### config.mk
export PLATFORM = sky130hd
export DESIGN_NAME = egcp_port
export DESIGN_NICKNAME = d
export VERILOG_FILES = /design/src/egcp_pkg.sv /design/src/egcp_port.sv /design/src/egcp_sampler.sv
export SDC_FILE = /design/constraint.sdc
export NUM_CORES = 1
export LEC_CHECK = 0
export BUFFER_PORTS_ARGS = -buffer_cell sky130_fd_sc_hd__clkbuf_2
export CORE_MARGIN = 5
export CORE_UTILIZATION = 25
export CTS_CLUSTER_SIZE = 25
export DETAILED_ROUTE_END_ITERATION = 7
export HOLD_SLACK_MARGIN = 0.08
export SLEW_MARGIN = 0
export SYNTH_ARGS = -nofsm -noshare
export SYNTH_HDL_FRONTEND = slang
export SYNTH_SLANG_ARGS = --single-unit
### constraint.sdc
create_clock -name core_clk -period 3 [get_ports core_clk]
set_input_delay 0.45 -clock core_clk [delete_from_list [all_inputs] [get_ports core_clk]]
set_output_delay 0.45 -clock core_clk [all_outputs]
set_load 0.05 [all_outputs]
### src/egcp_pkg.sv
// Shared constants and types for the expansion GPIO command port
package egcp_pkg;

  localparam int CLK_HZ = 40_000_000;
  localparam int CLK_PER_US = CLK_HZ / 1_000_000;
  localparam int SAMPLE_PERIOD_US = 31_250;
  localparam int PWM_PERIOD_US = 10_000;
  localparam int SEARCH_TIME_MS = 400;
  localparam int SAMPLE_CYCLES = CLK_PER_US * SAMPLE_PERIOD_US;
  localparam int PWM_STEP_CYCLES = (CLK_PER_US * PWM_PERIOD_US) / 100;
  localparam int SEARCH_CYCLES = CLK_PER_US * 1000 * SEARCH_TIME_MS;

  localparam int NUM_PINS = 5;
  localparam int NUM_MODULES = 1;

  localparam logic [7:0] CMD_TYPE = 8'h25;
  localparam logic [7:0] RSP_TYPE = 8'h65;
  localparam logic [7:0] ERR_TYPE = 8'he5;
  localparam logic [7:0] SUB_GPIO = 8'h05;
  localparam logic [7:0] SUB_SEARCH = 8'h06;
  localparam logic [7:0] LEN_SET = 8'h04;
  localparam logic [7:0] LEN_SET_CFG = 8'h05;
  localparam logic [7:0] LEN_READ = 8'h03;
  localparam logic [7:0] LEN_SEARCH = 8'h01;
  localparam logic [7:0] LEN_READ_RSP = 8'h06;
  localparam logic [7:0] DUTY_HIGH = 8'h64;

  localparam logic [2:0] MODE_UP_RDN = 3'h0;
  localparam logic [2:0] MODE_STRONG = 3'h1;
  localparam logic [2:0] MODE_HIZ = 3'h2;
  localparam logic [2:0] MODE_RUP_DN = 3'h3;
  localparam logic [2:0] MODE_UP_HIZ = 3'h4;
  localparam logic [2:0] MODE_STRONG2 = 3'h5;
  localparam logic [2:0] MODE_RESERVED = 3'h6;
  localparam logic [2:0] MODE_HIZ_DN = 3'h7;

  localparam int CFG_MODE_LSB = 0;
  localparam int CFG_FSEL_BIT = 3;
  localparam int CFG_RSVD_LSB = 4;
  localparam int ST_LEVEL_BIT = 0;
  localparam int ST_FALL_BIT = 1;
  localparam int ST_RISE_BIT = 2;

  localparam logic [7:0] RST_DUTY = 8'h00;
  localparam logic [2:0] RST_MODE = 3'h2;
  localparam logic RST_FSEL = 1'b0;

  localparam logic [7:0] ADDR_CMD_HDR = 8'h00;
  localparam logic [7:0] ADDR_CMD_DATA0 = 8'h04;
  localparam logic [7:0] ADDR_CMD_DATA1 = 8'h08;
  localparam logic [7:0] ADDR_RSP_HDR = 8'h0c;
  localparam logic [7:0] ADDR_RSP_DATA0 = 8'h10;
  localparam logic [7:0] ADDR_RSP_DATA1 = 8'h14;
  localparam logic [7:0] ADDR_PIN_LEVEL = 8'h18;
  localparam int RSP_BUSY_BIT = 16;
  localparam int RSP_DONE_BIT = 17;
  localparam int RSP_ERR_BIT = 18;

  localparam logic [1:0] RESP_OKAY = 2'h0;
  localparam logic [1:0] RESP_SLVERR = 2'h2;

  typedef struct packed {
    logic fsel;
    logic [2:0] mode;
  } egcp_pin_cfg_t;

  typedef struct packed {
    logic oe;
    logic o;
    logic pu;
    logic pd;
  } egcp_pad_drv_t;

  typedef enum logic [2:0] {
    EGCP_IDLE = 3'b001,
    EGCP_EXEC = 3'b010,
    EGCP_SEARCH = 3'b100
  } egcp_state_t;

endpackage : egcp_pkg

### src/egcp_port.sv
// Expansion GPIO command port with AXI4-Lite command and response registers
`timescale 1ns/100ps
`default_nettype none
module egcp_port #(
  parameter int SAMPLE_CYCLES = egcp_pkg::SAMPLE_CYCLES,
  parameter int SEARCH_CYCLES = egcp_pkg::SEARCH_CYCLES
) (
  input wire logic core_clk,
  input wire logic nrst,
  input wire logic [31:0] s_axi_awaddr,
  input wire logic s_axi_awvalid,
  output logic s_axi_awready,
  input wire logic [31:0] s_axi_wdata,
  input wire logic [3:0] s_axi_wstrb,
  input wire logic s_axi_wvalid,
  output logic s_axi_wready,
  output logic [1:0] s_axi_bresp,
  output logic s_axi_bvalid,
  input wire logic s_axi_bready,
  input wire logic [31:0] s_axi_araddr,
  input wire logic s_axi_arvalid,
  output logic s_axi_arready,
  output logic [31:0] s_axi_rdata,
  output logic [1:0] s_axi_rresp,
  output logic s_axi_rvalid,
  input wire logic s_axi_rready,
  input wire logic [egcp_pkg::NUM_PINS-1:0] pad_i,
  output logic [egcp_pkg::NUM_PINS-1:0] pad_o,
  output logic [egcp_pkg::NUM_PINS-1:0] pad_oe,
  output logic [egcp_pkg::NUM_PINS-1:0] pull_up,
  output logic [egcp_pkg::NUM_PINS-1:0] pull_down,
  input wire logic [egcp_pkg::NUM_PINS-1:0] default_func_o,
  output logic board_reset
);
  localparam int NP = egcp_pkg::NUM_PINS;
  localparam int SW = $clog2(SEARCH_CYCLES + 1);
  localparam logic [SW-1:0] SEARCH_LAST = SW'(SEARCH_CYCLES - 1);
  localparam int PSW = $clog2(egcp_pkg::PWM_STEP_CYCLES + 1);
  localparam logic [PSW-1:0] PS_LAST = PSW'(egcp_pkg::PWM_STEP_CYCLES - 1);

  if (SEARCH_CYCLES < 2) begin : g_bad
    $error("SEARCH_CYCLES too small");
  end

  function automatic egcp_pkg::egcp_pad_drv_t drive(input logic [2:0] mode, input logic lvl);
    egcp_pkg::egcp_pad_drv_t d;
    d = '0;
    case (mode)
      egcp_pkg::MODE_UP_RDN: begin
        d.oe = lvl;
        d.o = lvl;
        d.pd = !lvl;
      end
      egcp_pkg::MODE_STRONG, egcp_pkg::MODE_STRONG2: begin
        d.oe = 1'b1;
        d.o = lvl;
      end
      egcp_pkg::MODE_RUP_DN: begin
        d.oe = !lvl;
        d.pu = lvl;
      end
      egcp_pkg::MODE_UP_HIZ: begin
        d.oe = lvl;
        d.o = lvl;
      end
      egcp_pkg::MODE_HIZ_DN: begin
        d.oe = !lvl;
      end
      default: begin
        d = '0;
      end
    endcase
    return d;
  endfunction : drive

  egcp_pkg::egcp_state_t state_q;
  logic [31:0] wr_addr_q;
  logic [31:0] wr_data_q;
  logic [3:0] wr_strb_q;
  logic [7:0] cmd_type_q;
  logic [7:0] cmd_len_q;
  logic [7:0] cmd_d_q [5];
  logic [7:0] rsp_type_q;
  logic [7:0] rsp_len_q;
  logic [7:0] rsp_d_q [6];
  logic rsp_done_q;
  logic rsp_err_q;
  logic [7:0] duty_q [NP];
  egcp_pkg::egcp_pin_cfg_t cfg_q [NP];
  logic [SW-1:0] search_cnt_q;
  logic [PSW-1:0] ps_cnt_q;
  logic [6:0] pct_q;
  logic [NP-1:0] clr_q;
  logic [NP-1:0] clr;
  logic [NP-1:0] lvl;
  logic [NP-1:0] rise;
  logic [NP-1:0] fall;
  logic do_write;
  logic start;
  logic [2:0] pin;
  logic ok_mod;
  logic ok_pin;
  logic ok_duty;
  logic ok_cfg;

  egcp_sampler #(
    .N(NP),
    .SAMPLE_CYCLES(SAMPLE_CYCLES)
  ) u_sampler (
    .core_clk(core_clk),
    .nrst(nrst),
    .pad_i(pad_i),
    .clr(clr),
    .level(lvl),
    .rise(rise),
    .fall(fall)
  );

  // AXI4-Lite write path: address and data taken in either order
  assign do_write = !s_axi_awready && !s_axi_wready && !s_axi_bvalid;
  assign start = do_write && wr_addr_q[7:0] == egcp_pkg::ADDR_CMD_HDR && wr_strb_q[0]
                 && state_q == egcp_pkg::EGCP_IDLE;

  always_ff @(posedge core_clk) begin
    if (!nrst) begin
      s_axi_awready <= 1'b1;
      s_axi_wready <= 1'b1;
      s_axi_bvalid <= 1'b0;
      s_axi_bresp <= egcp_pkg::RESP_OKAY;
      wr_addr_q <= 32'h0000_0000;
      wr_data_q <= 32'h0000_0000;
      wr_strb_q <= 4'h0;
    end else begin
      if (s_axi_awvalid && s_axi_awready) begin
        wr_addr_q <= s_axi_awaddr;
        s_axi_awready <= 1'b0;
      end
      if (s_axi_wvalid && s_axi_wready) begin
        wr_data_q <= s_axi_wdata;
        wr_strb_q <= s_axi_wstrb;
        s_axi_wready <= 1'b0;
      end
      if (do_write) begin
        s_axi_bvalid <= 1'b1;
        s_axi_bresp <= (wr_addr_q[7:0] == egcp_pkg::ADDR_CMD_DATA0
                        || wr_addr_q[7:0] == egcp_pkg::ADDR_CMD_DATA1 || start)
                       ? egcp_pkg::RESP_OKAY : egcp_pkg::RESP_SLVERR;
      end
      if (s_axi_bvalid && s_axi_bready) begin
        s_axi_bvalid <= 1'b0;
        s_axi_awready <= 1'b1;
        s_axi_wready <= 1'b1;
      end
    end
  end

  // Command bytes, byte lanes honoured
  always_ff @(posedge core_clk) begin
    if (!nrst) begin
      cmd_type_q <= 8'h00;
      cmd_len_q <= 8'h00;
      for (int i = 0; i < 5; i++) begin
        cmd_d_q[i] <= 8'h00;
      end
    end else if (do_write && state_q == egcp_pkg::EGCP_IDLE) begin
      if (wr_addr_q[7:0] == egcp_pkg::ADDR_CMD_HDR) begin
        if (wr_strb_q[0]) begin
          cmd_type_q <= wr_data_q[7:0];
        end
        if (wr_strb_q[1]) begin
          cmd_len_q <= wr_data_q[15:8];
        end
      end
      if (wr_addr_q[7:0] == egcp_pkg::ADDR_CMD_DATA0) begin
        for (int b = 0; b < 4; b++) begin
          if (wr_strb_q[b]) begin
            cmd_d_q[b] <= wr_data_q[8*b +: 8];
          end
        end
      end
      if (wr_addr_q[7:0] == egcp_pkg::ADDR_CMD_DATA1 && wr_strb_q[0]) begin
        cmd_d_q[4] <= wr_data_q[7:0];
      end
    end
  end

  // Command checks
  assign pin = cmd_d_q[2][2:0];
  assign ok_mod = cmd_d_q[1] < 8'(egcp_pkg::NUM_MODULES);
  assign ok_pin = cmd_d_q[2] < 8'(NP);
  assign ok_duty = cmd_d_q[3] <= egcp_pkg::DUTY_HIGH;
  assign ok_cfg = cmd_d_q[4][7:egcp_pkg::CFG_RSVD_LSB] == 4'h0
                  && cmd_d_q[4][2:0] != egcp_pkg::MODE_RESERVED;

  // Read clears flags in the cycle that captures them, so a new edge survives
  assign clr = clr_q | ((state_q == egcp_pkg::EGCP_EXEC && cmd_type_q == egcp_pkg::CMD_TYPE
                        && cmd_d_q[0] == egcp_pkg::SUB_GPIO && cmd_len_q == egcp_pkg::LEN_READ
                        && ok_mod && ok_pin) ? NP'(1) << pin : '0);

  always_ff @(posedge core_clk) begin
    if (!nrst) begin
      state_q <= egcp_pkg::EGCP_IDLE;
      search_cnt_q <= '0;
      board_reset <= 1'b0;
    end else begin
      board_reset <= 1'b0;
      case (state_q)
        egcp_pkg::EGCP_IDLE: begin
          if (start) begin
            state_q <= egcp_pkg::EGCP_EXEC;
          end
        end
        egcp_pkg::EGCP_EXEC: begin
          if (cmd_type_q == egcp_pkg::CMD_TYPE && cmd_d_q[0] == egcp_pkg::SUB_SEARCH
              && cmd_len_q == egcp_pkg::LEN_SEARCH) begin
            state_q <= egcp_pkg::EGCP_SEARCH;
            search_cnt_q <= '0;
            board_reset <= 1'b1;
          end else begin
            state_q <= egcp_pkg::EGCP_IDLE;
          end
        end
        egcp_pkg::EGCP_SEARCH: begin
          if (search_cnt_q == SEARCH_LAST) begin
            state_q <= egcp_pkg::EGCP_IDLE;
          end else begin
            search_cnt_q <= search_cnt_q + SW'(1);
          end
        end
        default: begin
          state_q <= egcp_pkg::EGCP_IDLE;
        end
      endcase
    end
  end

  // Pin settings; search returns them to power-on values
  always_ff @(posedge core_clk) begin
    if (!nrst || board_reset) begin
      for (int i = 0; i < NP; i++) begin
        duty_q[i] <= egcp_pkg::RST_DUTY;
        cfg_q[i] <= '{fsel: egcp_pkg::RST_FSEL, mode: egcp_pkg::RST_MODE};
      end
    end else if (state_q == egcp_pkg::EGCP_EXEC && cmd_type_q == egcp_pkg::CMD_TYPE
                 && cmd_d_q[0] == egcp_pkg::SUB_GPIO && ok_mod && ok_pin && ok_duty) begin
      if (cmd_len_q == egcp_pkg::LEN_SET) begin
        duty_q[pin] <= cmd_d_q[3];
      end else if (cmd_len_q == egcp_pkg::LEN_SET_CFG && ok_cfg) begin
        duty_q[pin] <= cmd_d_q[3];
        cfg_q[pin] <= '{fsel: cmd_d_q[4][egcp_pkg::CFG_FSEL_BIT],
                        mode: cmd_d_q[4][egcp_pkg::CFG_MODE_LSB +: 3]};
      end
    end
  end

  // Response builder
  always_ff @(posedge core_clk) begin
    if (!nrst) begin
      rsp_type_q <= 8'h00;
      rsp_len_q <= 8'h00;
      rsp_done_q <= 1'b0;
      rsp_err_q <= 1'b0;
      clr_q <= '0;
      for (int i = 0; i < 6; i++) begin
        rsp_d_q[i] <= 8'h00;
      end
    end else begin
      clr_q <= '0;
      if (start) begin
        rsp_done_q <= 1'b0;
        rsp_err_q <= 1'b0;
      end
      if (state_q == egcp_pkg::EGCP_SEARCH && search_cnt_q == SEARCH_LAST) begin
        rsp_type_q <= egcp_pkg::RSP_TYPE;
        rsp_len_q <= egcp_pkg::LEN_SEARCH;
        rsp_d_q[0] <= egcp_pkg::SUB_SEARCH;
        rsp_done_q <= 1'b1;
        clr_q <= '1;
      end
      if (state_q == egcp_pkg::EGCP_EXEC) begin
        rsp_done_q <= 1'b1;
        rsp_type_q <= egcp_pkg::ERR_TYPE;
        rsp_len_q <= 8'h00;
        rsp_err_q <= 1'b1;
        if (cmd_type_q == egcp_pkg::CMD_TYPE && cmd_d_q[0] == egcp_pkg::SUB_SEARCH
            && cmd_len_q == egcp_pkg::LEN_SEARCH) begin
          rsp_done_q <= 1'b0;
          rsp_err_q <= 1'b0;
        end else if (cmd_type_q == egcp_pkg::CMD_TYPE && cmd_d_q[0] == egcp_pkg::SUB_GPIO
                     && ok_mod && ok_pin) begin
          if ((cmd_len_q == egcp_pkg::LEN_SET && ok_duty)
              || (cmd_len_q == egcp_pkg::LEN_SET_CFG && ok_duty && ok_cfg)) begin
            rsp_type_q <= egcp_pkg::RSP_TYPE;
            rsp_err_q <= 1'b0;
          end else if (cmd_len_q == egcp_pkg::LEN_READ) begin
            rsp_type_q <= egcp_pkg::RSP_TYPE;
            rsp_err_q <= 1'b0;
            rsp_len_q <= egcp_pkg::LEN_READ_RSP;
            rsp_d_q[0] <= egcp_pkg::SUB_GPIO;
            rsp_d_q[1] <= cmd_d_q[1];
            rsp_d_q[2] <= cmd_d_q[2];
            rsp_d_q[3] <= 8'h00;
            rsp_d_q[3][egcp_pkg::ST_LEVEL_BIT] <= lvl[pin];
            rsp_d_q[3][egcp_pkg::ST_FALL_BIT] <= fall[pin];
            rsp_d_q[3][egcp_pkg::ST_RISE_BIT] <= rise[pin];
            rsp_d_q[4] <= duty_q[pin];
            rsp_d_q[5] <= {4'h0, cfg_q[pin].fsel, cfg_q[pin].mode};
          end
        end
      end
    end
  end

  // PWM near 100 Hz in percent steps
  always_ff @(posedge core_clk) begin
    if (!nrst) begin
      ps_cnt_q <= '0;
      pct_q <= 7'h00;
    end else if (ps_cnt_q == PS_LAST) begin
      ps_cnt_q <= '0;
      pct_q <= (pct_q == 7'h63) ? 7'h00 : pct_q + 7'h01;
    end else begin
      ps_cnt_q <= ps_cnt_q + PSW'(1);
    end
  end

  // Pad drive: function picks level source, mode picks drive
  always_ff @(posedge core_clk) begin
    if (!nrst) begin
      pad_o <= '0;
      pad_oe <= '0;
      pull_up <= '0;
      pull_down <= '0;
    end else begin
      for (int i = 0; i < NP; i++) begin
        logic l;
        egcp_pkg::egcp_pad_drv_t d;
        l = cfg_q[i].fsel ? ({1'b0, pct_q} < duty_q[i]) : default_func_o[i];
        d = drive(cfg_q[i].mode, l);
        pad_o[i] <= d.o;
        pad_oe[i] <= d.oe;
        pull_up[i] <= d.pu;
        pull_down[i] <= d.pd;
      end
    end
  end

  // AXI4-Lite read path, answer one cycle after the address
  always_ff @(posedge core_clk) begin
    if (!nrst) begin
      s_axi_arready <= 1'b1;
      s_axi_rvalid <= 1'b0;
      s_axi_rdata <= 32'h0000_0000;
      s_axi_rresp <= egcp_pkg::RESP_OKAY;
    end else if (s_axi_arvalid && s_axi_arready) begin
      s_axi_arready <= 1'b0;
      s_axi_rvalid <= 1'b1;
      s_axi_rresp <= egcp_pkg::RESP_OKAY;
      s_axi_rdata <= 32'h0000_0000;
      case (s_axi_araddr[7:0])
        egcp_pkg::ADDR_CMD_HDR: s_axi_rdata <= {16'h0000, cmd_len_q, cmd_type_q};
        egcp_pkg::ADDR_CMD_DATA0:
          s_axi_rdata <= {cmd_d_q[3], cmd_d_q[2], cmd_d_q[1], cmd_d_q[0]};
        egcp_pkg::ADDR_CMD_DATA1: s_axi_rdata <= {24'h00_0000, cmd_d_q[4]};
        egcp_pkg::ADDR_RSP_HDR: begin
          s_axi_rdata <= {16'h0000, rsp_len_q, rsp_type_q};
          s_axi_rdata[egcp_pkg::RSP_BUSY_BIT] <= state_q != egcp_pkg::EGCP_IDLE;
          s_axi_rdata[egcp_pkg::RSP_DONE_BIT] <= rsp_done_q;
          s_axi_rdata[egcp_pkg::RSP_ERR_BIT] <= rsp_err_q;
        end
        egcp_pkg::ADDR_RSP_DATA0:
          s_axi_rdata <= {rsp_d_q[3], rsp_d_q[2], rsp_d_q[1], rsp_d_q[0]};
        egcp_pkg::ADDR_RSP_DATA1: s_axi_rdata <= {16'h0000, rsp_d_q[5], rsp_d_q[4]};
        egcp_pkg::ADDR_PIN_LEVEL: s_axi_rdata <= {27'h000_0000, lvl};
        default: s_axi_rresp <= egcp_pkg::RESP_SLVERR;
      endcase
    end else if (s_axi_rvalid && s_axi_rready) begin
      s_axi_rvalid <= 1'b0;
      s_axi_arready <= 1'b1;
    end
  end

endmodule : egcp_port
`default_nettype wire

### src/egcp_sampler.sv
// Periodic pin sampler with debounce and latched edge flags
`timescale 1ns/100ps
`default_nettype none
module egcp_sampler #(
  parameter int N = 5,
  parameter int SAMPLE_CYCLES = 1_250_000
) (
  input wire logic core_clk,
  input wire logic nrst,
  input wire logic [N-1:0] pad_i,
  input wire logic [N-1:0] clr,
  output logic [N-1:0] level,
  output logic [N-1:0] rise,
  output logic [N-1:0] fall
);
  localparam int CW = $clog2(SAMPLE_CYCLES + 1);
  localparam logic [CW-1:0] LAST = CW'(SAMPLE_CYCLES - 1);

  if (SAMPLE_CYCLES < 2) begin : g_bad
    $error("SAMPLE_CYCLES too small");
  end

  logic [CW-1:0] cnt_q;
  logic [N-1:0] prev_q;
  logic tick;
  logic [1:0] warm_q;

  assign tick = (cnt_q == LAST);

  // Sample tick, free running and unrelated to commands
  always_ff @(posedge core_clk) begin
    if (!nrst || tick) begin
      cnt_q <= '0;
    end else begin
      cnt_q <= cnt_q + CW'(1);
    end
  end

  always_ff @(posedge core_clk) begin
    if (!nrst) begin
      prev_q <= '0;
    end else if (tick) begin
      prev_q <= pad_i;
    end
  end

  // Edges count only once two real samples exist, so reset gives no false edge
  always_ff @(posedge core_clk) begin
    if (!nrst) begin
      warm_q <= 2'b00;
    end else if (tick) begin
      warm_q <= {warm_q[0], 1'b1};
    end
  end

  // Level follows only two agreeing samples
  always_ff @(posedge core_clk) begin
    if (!nrst) begin
      level <= '0;
    end else if (tick) begin
      for (int i = 0; i < N; i++) begin
        if (pad_i[i] == prev_q[i]) begin
          level[i] <= pad_i[i];
        end
      end
    end
  end

  // Edge flags stay set until cleared, set wins over clear
  always_ff @(posedge core_clk) begin
    if (!nrst) begin
      rise <= '0;
      fall <= '0;
    end else begin
      for (int i = 0; i < N; i++) begin
        if (tick && warm_q[1] && pad_i[i] == prev_q[i] && pad_i[i] && !level[i]) begin
          rise[i] <= 1'b1;
        end else if (clr[i]) begin
          rise[i] <= 1'b0;
        end
        if (tick && warm_q[1] && pad_i[i] == prev_q[i] && !pad_i[i] && level[i]) begin
          fall[i] <= 1'b1;
        end else if (clr[i]) begin
          fall[i] <= 1'b0;
        end
      end
    end
  end

endmodule : egcp_sampler
`default_nettype wire
==> results.py <==
metrics = {
    "power": {
        "irDropWorstVdd_uv": 386,
        "power_density_mw_per_mm2": 582,
        "power.total_w": 0.0124,
        "leakage_nw": 7.92,
    },
    "timing": {
        "fin_hold_ws_ns": 0.112,
        "fin_crit_sh_pct": 95.1,
        "final.setup.worst_slack_ns": 0.147,
        "period_minus_slack_ns": 2.85,
        "skew_ns": 0.0377,
        "max_slew_margin_pct": 47.0,
        "final_max_slew_viol_count": 0,
        "final.setup.tns_ns": 0,
        "rsz0062_at_grt": "false",
        "tightest_slew_ns": 0.792,
        "fmax_ghz": 0.351,
        "setup_violations": 0,
        "finalHoldViolCount": 0,
    },
    "placement": {
        "port_buffers": 128,
        "dp_hpwl_um": 37200,
        "gp_congestion": 0.843,
        "place_ws_ns": 0.155,
    },
    "die": {
        "core-area_sq_mm": 0.0688,
        "die_y_um": 274,
        "fp.dieArea_sq_mm": 0.0750,
        "die_x_um": 274,
        "pin_count": 179,
        "placementRows": 96,
        "initial_utilization_pct": 25.3,
    },
    "cts": {
        "clockRootBuffer": "clkbuf_16",
        "cts_buffer_depth": 3,
        "cts_tree": "done",
        "clock_sinks": 386,
        "clk_latency_ns": 0.59,
        "path_clk_slew_ns": 0.06,
        "cts_resized": 0,
        "htreeDepth": 2,
        "numCtsBuffers": 45,
    },
    "status": {
        "run_status": "complete, no violations",
    },
    "finish": {
        "final_net_count": 2019,
        "area_growth_syn_to_layout_pct": 22.6,
        "drive_above_1_share_pct": 17.7,
        "antenna_cells": 0,
    },
    "global_route": {
        "grt_antenna_before_repair": 3,
        "overflow": 0,
        "grt_max_degree": 119,
        "grt.total_usage_pct": 13.1,
        "grt_pass1_vias": 13100,
        "grt_pass1_wl_um": 77400,
    },
    "route": {
        "wl_met2_um": 22900,
        "wirelength_met1_um": 22500,
        "drt_iter0_markers": 1151,
        "drt_wl_total_um": 50200,
        "route.vias.total": 13300,
        "drc": 0,
        "firstDrtPassIters": 6,
        "viasPerCell": 4.70,
        "wl_met3_um": 3520,
        "wire_per_inst_um": 17.7,
        "antenna_left": 0,
        "top_layer": "met5",
    },
    "setup_path": {
        "worstRegToRegCells": 5,
        "cp_max_fo": 8,
        "crit_path_end_kind": "register",
        "timing.rr.end": "duty_q[3][4]",
        "critPathLaunchType": "register",
        "r2r_start": "cmd_d_q[0][5]",
        "worstSetupPathType": "register to register",
        "worstPathRequired_ns": 3.21,
        "r2r_slack_ns": 0.15,
        "worstPathArrival_ns": 3.06,
    },
    "run": {
        "maxCapViolations": 0,
    },
    "synth": {
        "syn_area_per_cell_sq_um": 10.6,
        "ys_seq_area_share_pct": 54.1,
        "synth_cell_types": 82,
        "ys_warn_count": 0,
        "syn_area_sq_mm": 0.0174,
        "ys_ff_latch": 386,
        "syn_inst": 1644,
        "synth_edf_count": 169,
        "synth_ff_type": "dfxtp_1",
        "synth-async-reset-ratio_pct": 0,
    },
    "min_path": {
        "hp-class": "primary input to register",
        "hp-start": "s_axi_awaddr[7]",
        "hold_depth": 3,
        "worst_hold_path.endpoint": "wr_addr_q[7]",
    },
}
[placed cells by master (no fill, tap or decap), drive strengths merged, types with 10 or more instances in the layout]
master,synthesis,layout
xnor2,21,21
o2bb2ai,12,12
nor2,103,103
nand4,23,23
mux4,27,27
clkbuf,56,185
nor4,22,22
and2,84,84
clkinv,1,11
nor4b,15,15
a21o,10,10
dlygate4sd3,0,14
xor2,10,10
conb,1,56
o21ai,47,47
a2111o,11,11
mux2i,38,38
nor3,38,38
ha,34,34
nand3,39,39
a31oi,12,12
and3,30,30
a21oi,99,99
edfxtp,169,169
nand2b,39,39
buf,24,60
a22oi,29,29
dfxtp,217,217
inv,56,57
nand2,231,231
or3,11,11
nand3b,17,17
[Yosys cell counts (6+ instances only)]
master | n | area (sq um)
a2111o_1 | 11 | 124
a211oi_1 | 8 | 60.1
a21o_1 | 9 | 67.6
a21oi_1 | 99 | 495
a22oi_1 | 29 | 218
a31o_2 | 9 | 78.8
a31oi_1 | 12 | 75.1
and2_1 | 82 | 513
and3_1 | 30 | 188
and4_1 | 8 | 70.1
buf_2 | 10 | 50.1
buf_4 | 7 | 52.6
clkbuf_1 | 55 | 206
dfxtp_1 | 217 | 4340
edfxtp_1 | 169 | 5070
ha_1 | 34 | 425
inv_1 | 56 | 210
mux2_2 | 7 | 78.8
mux2i_1 | 38 | 380
mux4_2 | 27 | 608
nand2_1 | 229 | 860
nand2b_1 | 39 | 244
nand3_1 | 39 | 195
nand3b_1 | 17 | 128
nand4_1 | 21 | 131
nor2_1 | 103 | 387
nor3_1 | 35 | 175
nor4_1 | 16 | 100
nor4b_1 | 11 | 96.3
o21ai_0 | 47 | 235
o22ai_1 | 7 | 43.8
o2bb2ai_1 | 12 | 105
o311a_1 | 6 | 60.1
or3_1 | 10 | 62.6
xnor2_1 | 21 | 184
xor2_1 | 10 | 87.6
[how the worst max path moves through the flow]
stage / startpoint / to / slack, ns / depth (start not counted)
final: cmd_d_q[0][5] / duty_q[3][4] / 0.15 / 5
after global routing: cmd_d_q[0][5] / duty_q[3][4] / 0.007 / 5
after CTS: cmd_d_q[0][5] / duty_q[3][4] / 0.10 / 5
after detailed placement: cmd_d_q[0][5] / duty_q[3][7] / 0.15 / 5
after global placement: cmd_d_q[0][5] / duty_q[3][7] / 0.22 / 5
after floorplan: cmd_d_q[0][5] / duty_q[1][0] / 0.46 / 5
[critical path, stage by stage (launching register included)]
cell,delay (ns)
edfxtp_1,0.42
nor4b_2,0.38
nand4_1,0.22
or4_4,0.66
nor4_4,0.38
nand2b_1,0.42
[final cells by class]
class / count / area [sq um]
fill: 7030 / 47500
sequential: 386 / 9420
multi-input combinational: 1176 / 7640
clock buffer: 57 / 1260
timing repair buffer: 202 / 1240
tap: 931 / 1160
clock inverter: 25 / 387
inverter: 57 / 216
[layer usage]
| layer | vias to the layer above | global-route usage [%] |
|---|---|---|
| met2 | 426 | 21.1 |
| met1 | 6425 | 17.8 |
| met5 | - | 0 |
| met3 | 71 | 3.13 |
| li1 | 6387 | - |
| met4 | 4 | 3.42 |
[cell families after synthesis]
family                   synth area share (%)
AO/OA/AOI/OAI                            11.4
XOR/XNOR                                 1.56
adder cells (fa/ha/maj)                  2.44
buffers and inverters                    3.32
flip-flops                               54.1
multiplexers                             6.13
other                                  0.0215
AND/OR/NAND/NOR                          21.0
[what timing repair did]
item	CTS	global route
hold buffers	14	0
endpoints found under the hold margin	14	0
buffers inserted	0	0
[report_power, final]
| group | internal (W) | leakage [nW] | switching (W) |
|---|---|---|---|
| registers | 0.00564 | 3.46 | 0.000107 |
| logic | 0.000223 | 3.68 | 0.000427 |
| clock network | 0.00376 | 0.791 | 0.00226 |
| total | 0.00962 | 7.92 | 0.00280 |
[state kept, by name (all words and copies together), names as in the netlist, 7 cells and up]
name	cells
ps_cnt_q	12
cmd_d_q	40
s_axi_rdata	32
cmd_type_q	8
u_sampler.cnt_q	21
wr_data_q	32
search_cnt_q	24
duty_q	64
cmd_len_q	8
cfg_q	32
wr_addr_q	8
pct_q	7
rsp_d_q	34
[metrics by stage]
stage	std cells	utilization, %	instance area, sq um
2_1_floorplan	1699	-	17600
3_3_place_gp	2738	28.4	19500
3_5_place_dp	2738	28.4	19500
4_1_cts	2834	31.0	21300
5_1_grt	2834	31.0	21300
6_report	2834	31.0	21300
Note: power is estimated with default switching activity, not from simulation.
